`config.mk`:
```
export PLATFORM = sky130hd
export DESIGN_NAME = swsl_link
export DESIGN_NICKNAME = d
export VERILOG_FILES = /design/src/shared/swsl_pkg.sv /design/src/hw/swsl_fifo.sv /design/src/hw/swsl_link.sv
export VERILOG_INCLUDE_DIRS = /design/src /design/src/shared
export SDC_FILE = /design/constraint.sdc
export NUM_CORES = 1
export LEC_CHECK = 0
export BUFFER_PORTS_ARGS = -buffer_cell sky130_fd_sc_hd__buf_2
export CAP_MARGIN = 0
export CORE_MARGIN = 4
export CORE_UTILIZATION = 40
export CTS_BUF_LIST = sky130_fd_sc_hd__clkbuf_4 sky130_fd_sc_hd__clkbuf_8
export CTS_CLUSTER_SIZE = 24
export DETAILED_ROUTE_END_ITERATION = 12
export REMOVE_ABC_BUFFERS = 1
export SYNTH_ARGS = -nofsm -noshare
export SYNTH_HDL_FRONTEND = slang
export SYNTH_SLANG_ARGS = --single-unit
```
`constraint.sdc`:
```
create_clock -name ref_clk -period 6.9 [get_ports ref_clk]
set_clock_uncertainty 0.2 [all_clocks]
set_input_delay 1.38 -clock ref_clk [delete_from_list [all_inputs] [get_ports ref_clk]]
set_output_delay 1.38 -clock ref_clk [all_outputs]
set_load 0.01 [all_outputs]
```
`src/shared/swsl_cfg.svh`:
```
// timing figures and command codes for the single-wire slave link
// assumes a 50 MHz ref_clk; every figure is a least time, rounded up
`ifndef SWSL_CFG_SVH
`define SWSL_CFG_SVH

`define SWSL_CLK_NS          20
`define SWSL_CYC(ns)         ((((ns) + `SWSL_CLK_NS - 1) / `SWSL_CLK_NS))

// low pulse seen as reset
`define SWSL_T_RST_STD_NS    120000
`define SWSL_T_RST_OD_NS     15500
// low pulse that also ends overdrive
`define SWSL_T_OD_CLR_NS     480000
// write bit sample point after the fall
`define SWSL_T_SAMP_STD_NS   15000
`define SWSL_T_SAMP_OD_NS    2000
// presence high delay and presence low duration
`define SWSL_T_PDH_STD_NS    30000
`define SWSL_T_PDH_OD_NS     3000
`define SWSL_T_PDL_STD_NS    120000
`define SWSL_T_PDL_OD_NS     12000
// how long a read zero is held after the fall
`define SWSL_T_RD0_STD_NS    30000
`define SWSL_T_RD0_OD_NS     3000
// slot recovery time
`define SWSL_T_REC_STD_NS    5000
`define SWSL_T_REC_OD_NS     2000

`define SWSL_RST_OD_CYC      16'(`SWSL_CYC(`SWSL_T_RST_OD_NS))
`define SWSL_SAMP_STD_CYC    16'(`SWSL_CYC(`SWSL_T_SAMP_STD_NS))
`define SWSL_SAMP_OD_CYC     16'(`SWSL_CYC(`SWSL_T_SAMP_OD_NS))
`define SWSL_PDH_STD_CYC     16'(`SWSL_CYC(`SWSL_T_PDH_STD_NS))
`define SWSL_PDH_OD_CYC      16'(`SWSL_CYC(`SWSL_T_PDH_OD_NS))
`define SWSL_PDL_OD_CYC      16'(`SWSL_CYC(`SWSL_T_PDL_OD_NS))
`define SWSL_RD0_STD_CYC     16'(`SWSL_CYC(`SWSL_T_RD0_STD_NS))
`define SWSL_RD0_OD_CYC      16'(`SWSL_CYC(`SWSL_T_RD0_OD_NS))
`define SWSL_REC_STD_CYC     16'(`SWSL_CYC(`SWSL_T_REC_STD_NS))
`define SWSL_REC_OD_CYC      16'(`SWSL_CYC(`SWSL_T_REC_OD_NS))

// addressing command codes
`define SWSL_CMD_MATCH       8'h55
`define SWSL_CMD_SEARCH      8'hF0
`define SWSL_CMD_SKIP        8'hCC
`define SWSL_CMD_RESUME      8'hA5
`define SWSL_CMD_OD_SKIP     8'h3C
`define SWSL_CMD_OD_MATCH    8'h69

`define SWSL_FIFO_WIDTH      8
`define SWSL_FIFO_DEPTH      8
`define SWSL_CNT_MAX         16'hFFFF

`endif

```
`src/shared/swsl_pkg.sv`:
```
// types for the single-wire slave link
// assumes swsl_cfg.svh is compiled alongside
package swsl_pkg;

    typedef enum logic [2:0] {
        SWSL_S_IDLE = 3'b000,
        SWSL_S_LOW  = 3'b001,
        SWSL_S_PDH  = 3'b010,
        SWSL_S_PDL  = 3'b011,
        SWSL_S_REC  = 3'b100
    } swsl_slot_t;

    typedef enum logic [2:0] {
        SWSL_P_WAIT   = 3'b000,
        SWSL_P_CMD    = 3'b001,
        SWSL_P_MATCH  = 3'b010,
        SWSL_P_SEARCH = 3'b011,
        SWSL_P_MEM    = 3'b100
    } swsl_phase_t;

    typedef struct packed {
        swsl_slot_t  slot;
        swsl_phase_t phase;
        logic [15:0] cnt;
        logic        line_prev;
        logic        bit_val;
        logic        drive_zero;
        logic        oe_n;
        logic        low_lvl;
        logic        od;
        logic        od_prev;
        logic        od_match;
        logic        rc;
        logic        mism;
        logic [5:0]  idx;
        logic [2:0]  bcnt;
        logic [1:0]  trip;
        logic [7:0]  shreg;
        logic [7:0]  pend;
        logic        pend_vld;
        logic        ovf;
        logic        pres;
        logic        granted;
    } swsl_state_t;

endpackage

```
`src/hw/swsl_fifo.sv`:
```
// small synchronous fifo with valid/ready on both sides
// assumes one clock and an asynchronous active-low reset
`timescale 1ns/10ps
module swsl_fifo #(
    parameter int WIDTH = 8,
    parameter int DEPTH = 8
) (
    // clock and reset
    input  wire logic             ref_clk,
    input  wire logic             rst_n,
    // filling side
    input  wire logic [WIDTH-1:0] in_data,
    input  wire logic             in_valid,
    output logic                  in_ready,
    // draining side
    output logic [WIDTH-1:0]      out_data,
    output logic                  out_valid,
    input  wire logic             out_ready
);
    localparam int PW = $clog2(DEPTH);
    localparam int CW = $clog2(DEPTH + 1);

    // depth must be a power of two so the pointers wrap by themselves
    typedef struct packed {
        logic [DEPTH-1:0][WIDTH-1:0] mem;
        logic [PW-1:0]               wr;
        logic [PW-1:0]               rd;
        logic [CW-1:0]               count;
    } swsl_fifo_state_t;

    swsl_fifo_state_t st_ff;
    swsl_fifo_state_t nxt_st;
    logic             push;
    logic             pop;

    assign in_ready  = (st_ff.count != CW'(DEPTH));
    assign out_valid = (st_ff.count != '0);
    assign out_data  = st_ff.mem[st_ff.rd];
    assign push      = in_valid & in_ready;
    assign pop       = out_valid & out_ready;

    always_comb begin
        nxt_st = st_ff;
        if (push) begin
            nxt_st.mem[st_ff.wr] = in_data;
            nxt_st.wr = st_ff.wr + 1'b1;
        end
        if (pop) begin
            nxt_st.rd = st_ff.rd + 1'b1;
        end
        if (push && !pop) begin
            nxt_st.count = st_ff.count + 1'b1;
        end else if (pop && !push) begin
            nxt_st.count = st_ff.count - 1'b1;
        end
    end

    always_ff @(posedge ref_clk or negedge rst_n) begin
        if (!rst_n) begin
            st_ff <= '0;
        end else begin
            st_ff <= nxt_st;
        end
    end
endmodule

```
`src/hw/swsl_link.sv`:
```
// slave end of a single-wire open-drain link: slot timing, reset and
// presence, addressing commands, overdrive and resume selection
// assumes line_in is already synchronous to ref_clk and that the pad
// resolves line_out/line_oe_n into the wired-and bus level
`timescale 1ns/10ps
`include "swsl_cfg.svh"
module swsl_link #(
    parameter logic [15:0] RST_STD_CYC = 16'(`SWSL_CYC(`SWSL_T_RST_STD_NS)),
    parameter logic [15:0] OD_CLR_CYC  = 16'(`SWSL_CYC(`SWSL_T_OD_CLR_NS)),
    parameter logic [15:0] PDL_STD_CYC = 16'(`SWSL_CYC(`SWSL_T_PDL_STD_NS))
) (
    // clock and reset
    input  wire logic        ref_clk,
    input  wire logic        rst_n,
    // open-drain bus pin
    input  wire logic        line_in,
    output logic             line_out,
    output logic             line_oe_n,
    // device identifier, held static
    input  wire logic [63:0] rom_id,
    // memory function byte stream
    output logic [7:0]       mem_data,
    output logic             mem_valid,
    input  wire logic        mem_ready,
    // status
    output logic             od_flag,
    output logic             resume_select_flag,
    output logic             mem_access,
    output logic             presence_sent,
    output logic             mem_overflow
);
    swsl_pkg::swsl_state_t st_ff;
    swsl_pkg::swsl_state_t nxt_st;
    logic                  fifo_in_ready;
    logic                  line_fall;
    logic                  bit_done;
    logic                  bv;
    logic                  tx_zero;
    logic                  id_bit;
    logic [7:0]            rx_byte;
    logic [15:0]           t_rst;
    logic [15:0]           t_samp;
    logic [15:0]           t_pdh;
    logic [15:0]           t_pdl;
    logic [15:0]           t_rd0;
    logic [15:0]           t_rec;

    // pick the standard or the overdrive figure
    function automatic logic [15:0] swsl_pick(input logic od, input logic [15:0] std_v, input logic [15:0] od_v);
        swsl_pick = od ? od_v : std_v;
    endfunction

    assign t_rst  = swsl_pick(st_ff.od, RST_STD_CYC, `SWSL_RST_OD_CYC);
    assign t_samp = swsl_pick(st_ff.od, `SWSL_SAMP_STD_CYC, `SWSL_SAMP_OD_CYC);
    assign t_pdh  = swsl_pick(st_ff.od, `SWSL_PDH_STD_CYC, `SWSL_PDH_OD_CYC);
    assign t_pdl  = swsl_pick(st_ff.od, PDL_STD_CYC, `SWSL_PDL_OD_CYC);
    assign t_rd0  = swsl_pick(st_ff.od, `SWSL_RD0_STD_CYC, `SWSL_RD0_OD_CYC);
    assign t_rec  = swsl_pick(st_ff.od, `SWSL_REC_STD_CYC, `SWSL_REC_OD_CYC);

    assign id_bit    = rom_id[st_ff.idx];
    assign line_fall = st_ff.line_prev & ~line_in;
    assign rx_byte   = {bv, st_ff.shreg[7:1]};

    assign tx_zero = (st_ff.phase == swsl_pkg::SWSL_P_SEARCH) &&
                     (((st_ff.trip == 2'd0) && !id_bit) || ((st_ff.trip == 2'd1) && id_bit));

    always_comb begin
        nxt_st           = st_ff;
        bit_done         = 1'b0;
        bv               = st_ff.drive_zero ? 1'b0 : st_ff.bit_val;
        nxt_st.line_prev = line_in;
        nxt_st.pres      = 1'b0;
        nxt_st.low_lvl   = 1'b0;
        if (st_ff.pend_vld && fifo_in_ready) begin
            nxt_st.pend_vld = 1'b0;
        end
        case (st_ff.slot)
            swsl_pkg::SWSL_S_IDLE: begin
                if (line_fall) begin
                    nxt_st.slot       = swsl_pkg::SWSL_S_LOW;
                    nxt_st.cnt        = 16'h0001;
                    nxt_st.bit_val    = 1'b1;
                    // drive only inside a master slot
                    nxt_st.drive_zero = tx_zero;
                    nxt_st.oe_n       = ~tx_zero;
                end
            end
            swsl_pkg::SWSL_S_LOW: begin
                if (st_ff.cnt != `SWSL_CNT_MAX) begin
                    nxt_st.cnt = st_ff.cnt + 16'h0001;
                end
                // release read zero at timer end
                if (st_ff.drive_zero && st_ff.cnt >= t_rd0) begin
                    nxt_st.oe_n = 1'b1;
                end
                if (!st_ff.drive_zero && st_ff.cnt == t_samp) begin
                    nxt_st.bit_val = line_in;
                end
                if (line_in && st_ff.oe_n) begin
                    nxt_st.cnt = 16'h0000;
                    if (st_ff.cnt >= t_rst) begin
                        nxt_st.slot  = swsl_pkg::SWSL_S_PDH;
                        nxt_st.phase = swsl_pkg::SWSL_P_CMD;
                        nxt_st.bcnt  = 3'd0;
                        nxt_st.idx   = 6'd0;
                        nxt_st.trip  = 2'd0;
                        nxt_st.mism  = 1'b0;
                        nxt_st.ovf   = 1'b0;
                        if (st_ff.cnt >= OD_CLR_CYC) begin
                            nxt_st.od = 1'b0;
                        end
                    end else begin
                        bit_done    = 1'b1;
                        nxt_st.slot = swsl_pkg::SWSL_S_REC;
                    end
                end
            end
            swsl_pkg::SWSL_S_PDH: begin
                nxt_st.cnt = st_ff.cnt + 16'h0001;
                if (st_ff.cnt >= t_pdh) begin
                    nxt_st.slot = swsl_pkg::SWSL_S_PDL;
                    nxt_st.cnt  = 16'h0000;
                    nxt_st.oe_n = 1'b0;
                    nxt_st.pres = 1'b1;
                end
            end
            swsl_pkg::SWSL_S_PDL: begin
                nxt_st.cnt = st_ff.cnt + 16'h0001;
                if (st_ff.cnt >= t_pdl) begin
                    nxt_st.slot = swsl_pkg::SWSL_S_REC;
                    nxt_st.cnt  = 16'h0000;
                    nxt_st.oe_n = 1'b1;
                end
            end
            swsl_pkg::SWSL_S_REC: begin
                nxt_st.cnt = st_ff.cnt + 16'h0001;
                if (st_ff.cnt >= t_rec) begin
                    nxt_st.slot = swsl_pkg::SWSL_S_IDLE;
                    nxt_st.cnt  = 16'h0000;
                end
            end
            default: begin
                nxt_st.slot = swsl_pkg::SWSL_S_IDLE;
                nxt_st.oe_n = 1'b1;
            end
        endcase

        if (bit_done) begin
            case (st_ff.phase)
                swsl_pkg::SWSL_P_CMD: begin
                    nxt_st.shreg = rx_byte;
                    nxt_st.bcnt  = st_ff.bcnt + 3'd1;
                    if (st_ff.bcnt == 3'd7) begin
                        nxt_st.idx      = 6'd0;
                        nxt_st.mism     = 1'b0;
                        nxt_st.trip     = 2'd0;
                        nxt_st.od_match = 1'b0;
                        nxt_st.phase    = swsl_pkg::SWSL_P_WAIT;
                        if (rx_byte == `SWSL_CMD_MATCH) begin
                            nxt_st.phase = swsl_pkg::SWSL_P_MATCH;
                        end else if (rx_byte == `SWSL_CMD_OD_MATCH) begin
                            nxt_st.phase    = swsl_pkg::SWSL_P_MATCH;
                            nxt_st.od_match = 1'b1;
                            nxt_st.od_prev  = st_ff.od;
                            nxt_st.od       = 1'b1;
                        end else if (rx_byte == `SWSL_CMD_SEARCH) begin
                            nxt_st.phase = swsl_pkg::SWSL_P_SEARCH;
                        end else if (rx_byte == `SWSL_CMD_SKIP) begin
                            nxt_st.phase = swsl_pkg::SWSL_P_MEM;
                        end else if (rx_byte == `SWSL_CMD_OD_SKIP) begin
                            nxt_st.phase = swsl_pkg::SWSL_P_MEM;
                            nxt_st.od    = 1'b1;
                        end else if (rx_byte == `SWSL_CMD_RESUME && st_ff.rc) begin
                            nxt_st.phase = swsl_pkg::SWSL_P_MEM;
                        end
                    end
                end
                swsl_pkg::SWSL_P_MATCH: begin
                    nxt_st.idx = st_ff.idx + 6'd1;
                    if (bv != id_bit) begin
                        nxt_st.mism = 1'b1;
                    end
                    if (st_ff.idx == 6'd63) begin
                        if (st_ff.mism || bv != id_bit) begin
                            nxt_st.rc    = 1'b0;
                            nxt_st.phase = swsl_pkg::SWSL_P_WAIT;
                            if (st_ff.od_match) begin
                                nxt_st.od = st_ff.od_prev;
                            end
                        end else begin
                            nxt_st.rc    = 1'b1;
                            nxt_st.phase = swsl_pkg::SWSL_P_MEM;
                        end
                    end
                end
                swsl_pkg::SWSL_P_SEARCH: begin
                    if (st_ff.trip != 2'd2) begin
                        nxt_st.trip = st_ff.trip + 2'd1;
                    end else begin
                        nxt_st.trip = 2'd0;
                        if (bv != id_bit) begin
                            nxt_st.rc    = 1'b0;
                            nxt_st.phase = swsl_pkg::SWSL_P_WAIT;
                        end else if (st_ff.idx == 6'd63) begin
                            nxt_st.rc    = 1'b1;
                            nxt_st.phase = swsl_pkg::SWSL_P_MEM;
                        end else begin
                            nxt_st.idx = st_ff.idx + 6'd1;
                        end
                    end
                end
                swsl_pkg::SWSL_P_MEM: begin
                    nxt_st.shreg = rx_byte;
                    nxt_st.bcnt  = st_ff.bcnt + 3'd1;
                    if (st_ff.bcnt == 3'd7) begin
                        // the master cannot be stalled, so a held byte
                        // that is still waiting means data is lost
                        if (st_ff.pend_vld && !fifo_in_ready) begin
                            nxt_st.ovf = 1'b1;
                        end else begin
                            nxt_st.pend     = rx_byte;
                            nxt_st.pend_vld = 1'b1;
                        end
                    end
                end
                default: begin
                    nxt_st.phase = st_ff.phase;
                end
            endcase
        end
        nxt_st.granted = (nxt_st.phase == swsl_pkg::SWSL_P_MEM);
    end

    always_ff @(posedge ref_clk or negedge rst_n) begin
        if (!rst_n) begin
            st_ff           <= '0;
            st_ff.slot      <= swsl_pkg::SWSL_S_IDLE;
            st_ff.phase     <= swsl_pkg::SWSL_P_WAIT;
            st_ff.oe_n      <= 1'b1;
            st_ff.line_prev <= 1'b1;
            st_ff.bit_val   <= 1'b1;
        end else begin
            st_ff <= nxt_st;
        end
    end

    swsl_fifo #(
        .WIDTH (`SWSL_FIFO_WIDTH),
        .DEPTH (`SWSL_FIFO_DEPTH)
    ) u_fifo (
        .ref_clk   (ref_clk),
        .rst_n     (rst_n),
        .in_data   (st_ff.pend),
        .in_valid  (st_ff.pend_vld),
        .in_ready  (fifo_in_ready),
        .out_data  (mem_data),
        .out_valid (mem_valid),
        .out_ready (mem_ready)
    );

    assign line_out           = st_ff.low_lvl;
    assign line_oe_n          = st_ff.oe_n;
    assign od_flag            = st_ff.od;
    assign resume_select_flag = st_ff.rc;
    assign mem_access         = st_ff.granted;
    assign presence_sent      = st_ff.pres;
    assign mem_overflow       = st_ff.ovf;
endmodule

```
==> flow_metrics.tcl <==
set metrics [dict create \
    power_density_mw_per_mm2 193.2 \
    vias_per_cell 5.612 \
    holdWs_ns 0.2858 \
    yosysWarnings 0 \
    intPower_mw 1.267 \
    die_h_um 148.6 \
    dieWidth_um 148.6 \
    cts_resized 0 \
    hold_viol 0 \
    crit_path_max_fanout 18 \
    synth_top_cell_by_area "dfrtp_1" \
    synth-seq-cells 135 \
    grt_max_degree 74 \
    cts_made_buffers 17 \
    area_growth_pct 12.98 \
    synth.cell_area_mm2 0.007905 \
    start_util_pct 40.62 \
    tightest_slew_ns 1.219 \
    p_leak_nw 4.091 \
    grt_pass1_vias 5983 \
    fmax_ghz 0.2398 \
    cts_root_buf "clkbuf_8" \
    end_kind "flip-flop" \
    grt.total_usage_pct 16.91 \
    synthCells 698 \
    core_mm2 0.01946 \
    yosys-top-cells-count "dfrtp_1, mux2_2, nand2_1, o21ai_0, nor2_1" \
    setup_violations 0 \
    die-area_mm2 0.02208 \
    crit_type "reg -> reg" \
    switching_share_pct 26.57 \
    avgSynthCellArea_um2 11.33 \
    diodes 0 \
    fin_total_pwr_mw 1.725 \
    worstPathArrival_ns 4.29 \
    port_buffers 82 \
    antenna_found_initial 0 \
    yosysUniqueCellTypes 75 \
    htree_levels 4 \
    cts_setup_buffers 0 \
    ctsHoldBuffers 0 \
    seq_area_frac_synth_pct 42.78 \
    routedWlPerCell_um 17.41 \
    rsz0062_at_grt "no" \
    min_path_type "reg -> reg" \
    fin_crit_sh_pct 60.44 \
    io_pins 84 \
    cp-start-kind "flip-flop" \
    fillCellCount 1830 \
    layout-drive-gt1-share_pct 31.97 \
    pwr-share-clk_pct 37.9 \
    place_hpwl_um 12960 \
    dr.pass1.iters 5 \
    synth.top_cell.area_share_pct 41.79 \
    switchingPower_uw 458.4 \
    cts.path.max_buffers 2 \
    ys.flop_type "dfrtp_1" \
    synth_edf_count 0 \
    slew_headroom_pct 18.74 \
    clkLatencyLatePin_ns 0.45 \
    grt-ovfl-total 0 \
    nets 863 \
    drv_cap 0 \
    period_needed_ns 4.170 \
    maxSlewViolCount 0 \
    grt_first_pass_wirelength_um 30030 \
    outcome "finished, final reports clean" \
    yosysMostFrequentCell "dfrtp_1" \
    core.rowCount 51 \
    vias 5876 \
    path_clk_slew_ns 0.08 \
    seqPwrFrac_pct 50.2 \
    netlist_top_cells_area "dfrtp_1, mux2_2, mux4_2, ha_1, nand2_1" \
    ir_drop_mv 0.1146 \
    gp_congestion 0.9147 \
    setup_tns_ns 0 \
    synthArstFlopShare_pct 100.0 \
    drt_iter0_markers 424 \
    wirelength_um 18230 \
    p_comb_share_pct 11.9 \
    cts_tree "done" \
    required_ns 7.02 \
    drc 0 \
    ant_nets 0 \
    clkSinkCount 135 \
]
-- per-stage QoR --
step	instance area (um^2)	util, %	instances	setup slack [ns]
final	8931	45.89	1047	2.730
after global routing	8931	45.89	1047	2.417
after CTS	8931	45.89	1047	2.743
after detailed placement	8538	43.87	1016	2.788
after global placement	8538	43.87	1016	2.877
after floorplan	7745	-	663	3.050
-- logic make-up (layout without fill, tap and decap cells) --
group                    after synthesis  in the layout  synth area share [%]
AO/OA/AOI/OAI                        128            128                 11.76
multiplexers                         135            135                 23.12
XOR/XNOR                              12             12                 1.330
adder cells (fa/ha/maj)               25             25                 4.052
flip-flops                           135            135                 42.78
AND/OR/NAND/NOR                      209            209                 14.02
buffers and inverters                 53            137                 2.880
other                                  1              1               0.04744
-- power groups by stage --
stage / clock network [mW] / registers (mW) / logic [mW]
after global placement: 0 / 0.880 / 0.200
after floorplan: 0 / 0.884 / 0.118
after CTS: 0.679 / 0.866 / 0.212
final: 0.654 / 0.866 / 0.206
after detailed placement: 0 / 0.882 / 0.210
after global routing: 0.712 / 0.870 / 0.230
-- final cells by class --
type,count,area (um^2),area share (%)
well taps,265,331.6,3.713
flip-flops and latches,135,3382,37.87
repair buffers,88,461.7,5.170
clock inverters,11,123.9,1.387
multi-input cells,510,4295,48.09
inverters,18,67.56,0.7565
clock buffers,20,269.0,3.012
-- layer usage --
metal | vias up | wire length [um] | global-route usage (%) | share of wire, %
li1 | 2777 | - | - | -
met1 | 2989 | 8187 | 22.17 | 45
met2 | 90 | 9261 | 28.37 | 51
met3 | 20 | 516 | 3.016 | 2.8
met4 | 0 | 264 | 5.866 | 1.4
met5 | - | 0 | 0 | 0
-- worst paths after layout --
check / startpoint / cells past startpoint / end / slack (ns)
max: od_flag / 10 / st_ff[49] / 2.73
min in group asynchronous: rst_n / 1 / u_fifo.st_ff[6] / 0.70
min: mem_overflow / 2 / mem_overflow / 0.29
max reg2reg: od_flag / 10 / st_ff[49] / 2.73
min reg2reg: mem_overflow / 2 / mem_overflow / 0.29
max in group asynchronous: rst_n / 2 / st_ff[44] / 4.45
-- worst max-delay path, cell delays in order (launching register included) --
cell,delay [ns]
dfrtp_1,0.74
inv_1,0.20
ha_1,0.40
nor4b_1,0.36
o31a_1,0.19
o2111ai_1,0.11
o2bb2ai_1,0.20
a2bb2oi_1,0.34
and2_1,0.61
nor2b_1,0.38
a22o_1,0.30
-- cells in the final DEF, fill, tap and decap left out, types with 4 or more instances in the layout --
cell type	Yosys	final
nand4_1	9	9
nor2b_1	18	18
o31ai_1	4	4
a22o_1	15	15
nor2_1	32	32
o22ai_1	4	4
mux2_2	99	99
nand3_1	18	18
nor4b_1	7	7
dfrtp_1	132	132
o21ai_0	36	36
a21o_1	4	4
nand2b_1	13	13
mux2i_1	9	9
a21oi_1	13	13
a22oi_1	4	4
and2_1	6	6
and3_1	14	14
nor3_1	17	17
mux4_1	4	4
o21a_1	4	4
a31oi_1	5	5
nand2_1	49	49
buf_2	2	81
a221oi_1	4	4
or3_1	5	5
buf_4	2	6
ha_1	24	24
clkbuf_8	0	19
nor4_1	6	6
xnor2_1	10	10
mux4_2	22	22
inv_1	17	17
-- flip-flops by register name, summed over array words and instances, names as in the netlist --
signal,cells
od_flag,1
line_oe_n,1
mem_overflow,1
mem_access,1
presence_sent,1
rx_byte,7
st_ff,48
u_fifo.st_ff,74
resume_select_flag,1
(Power assumes the default switching activity.)
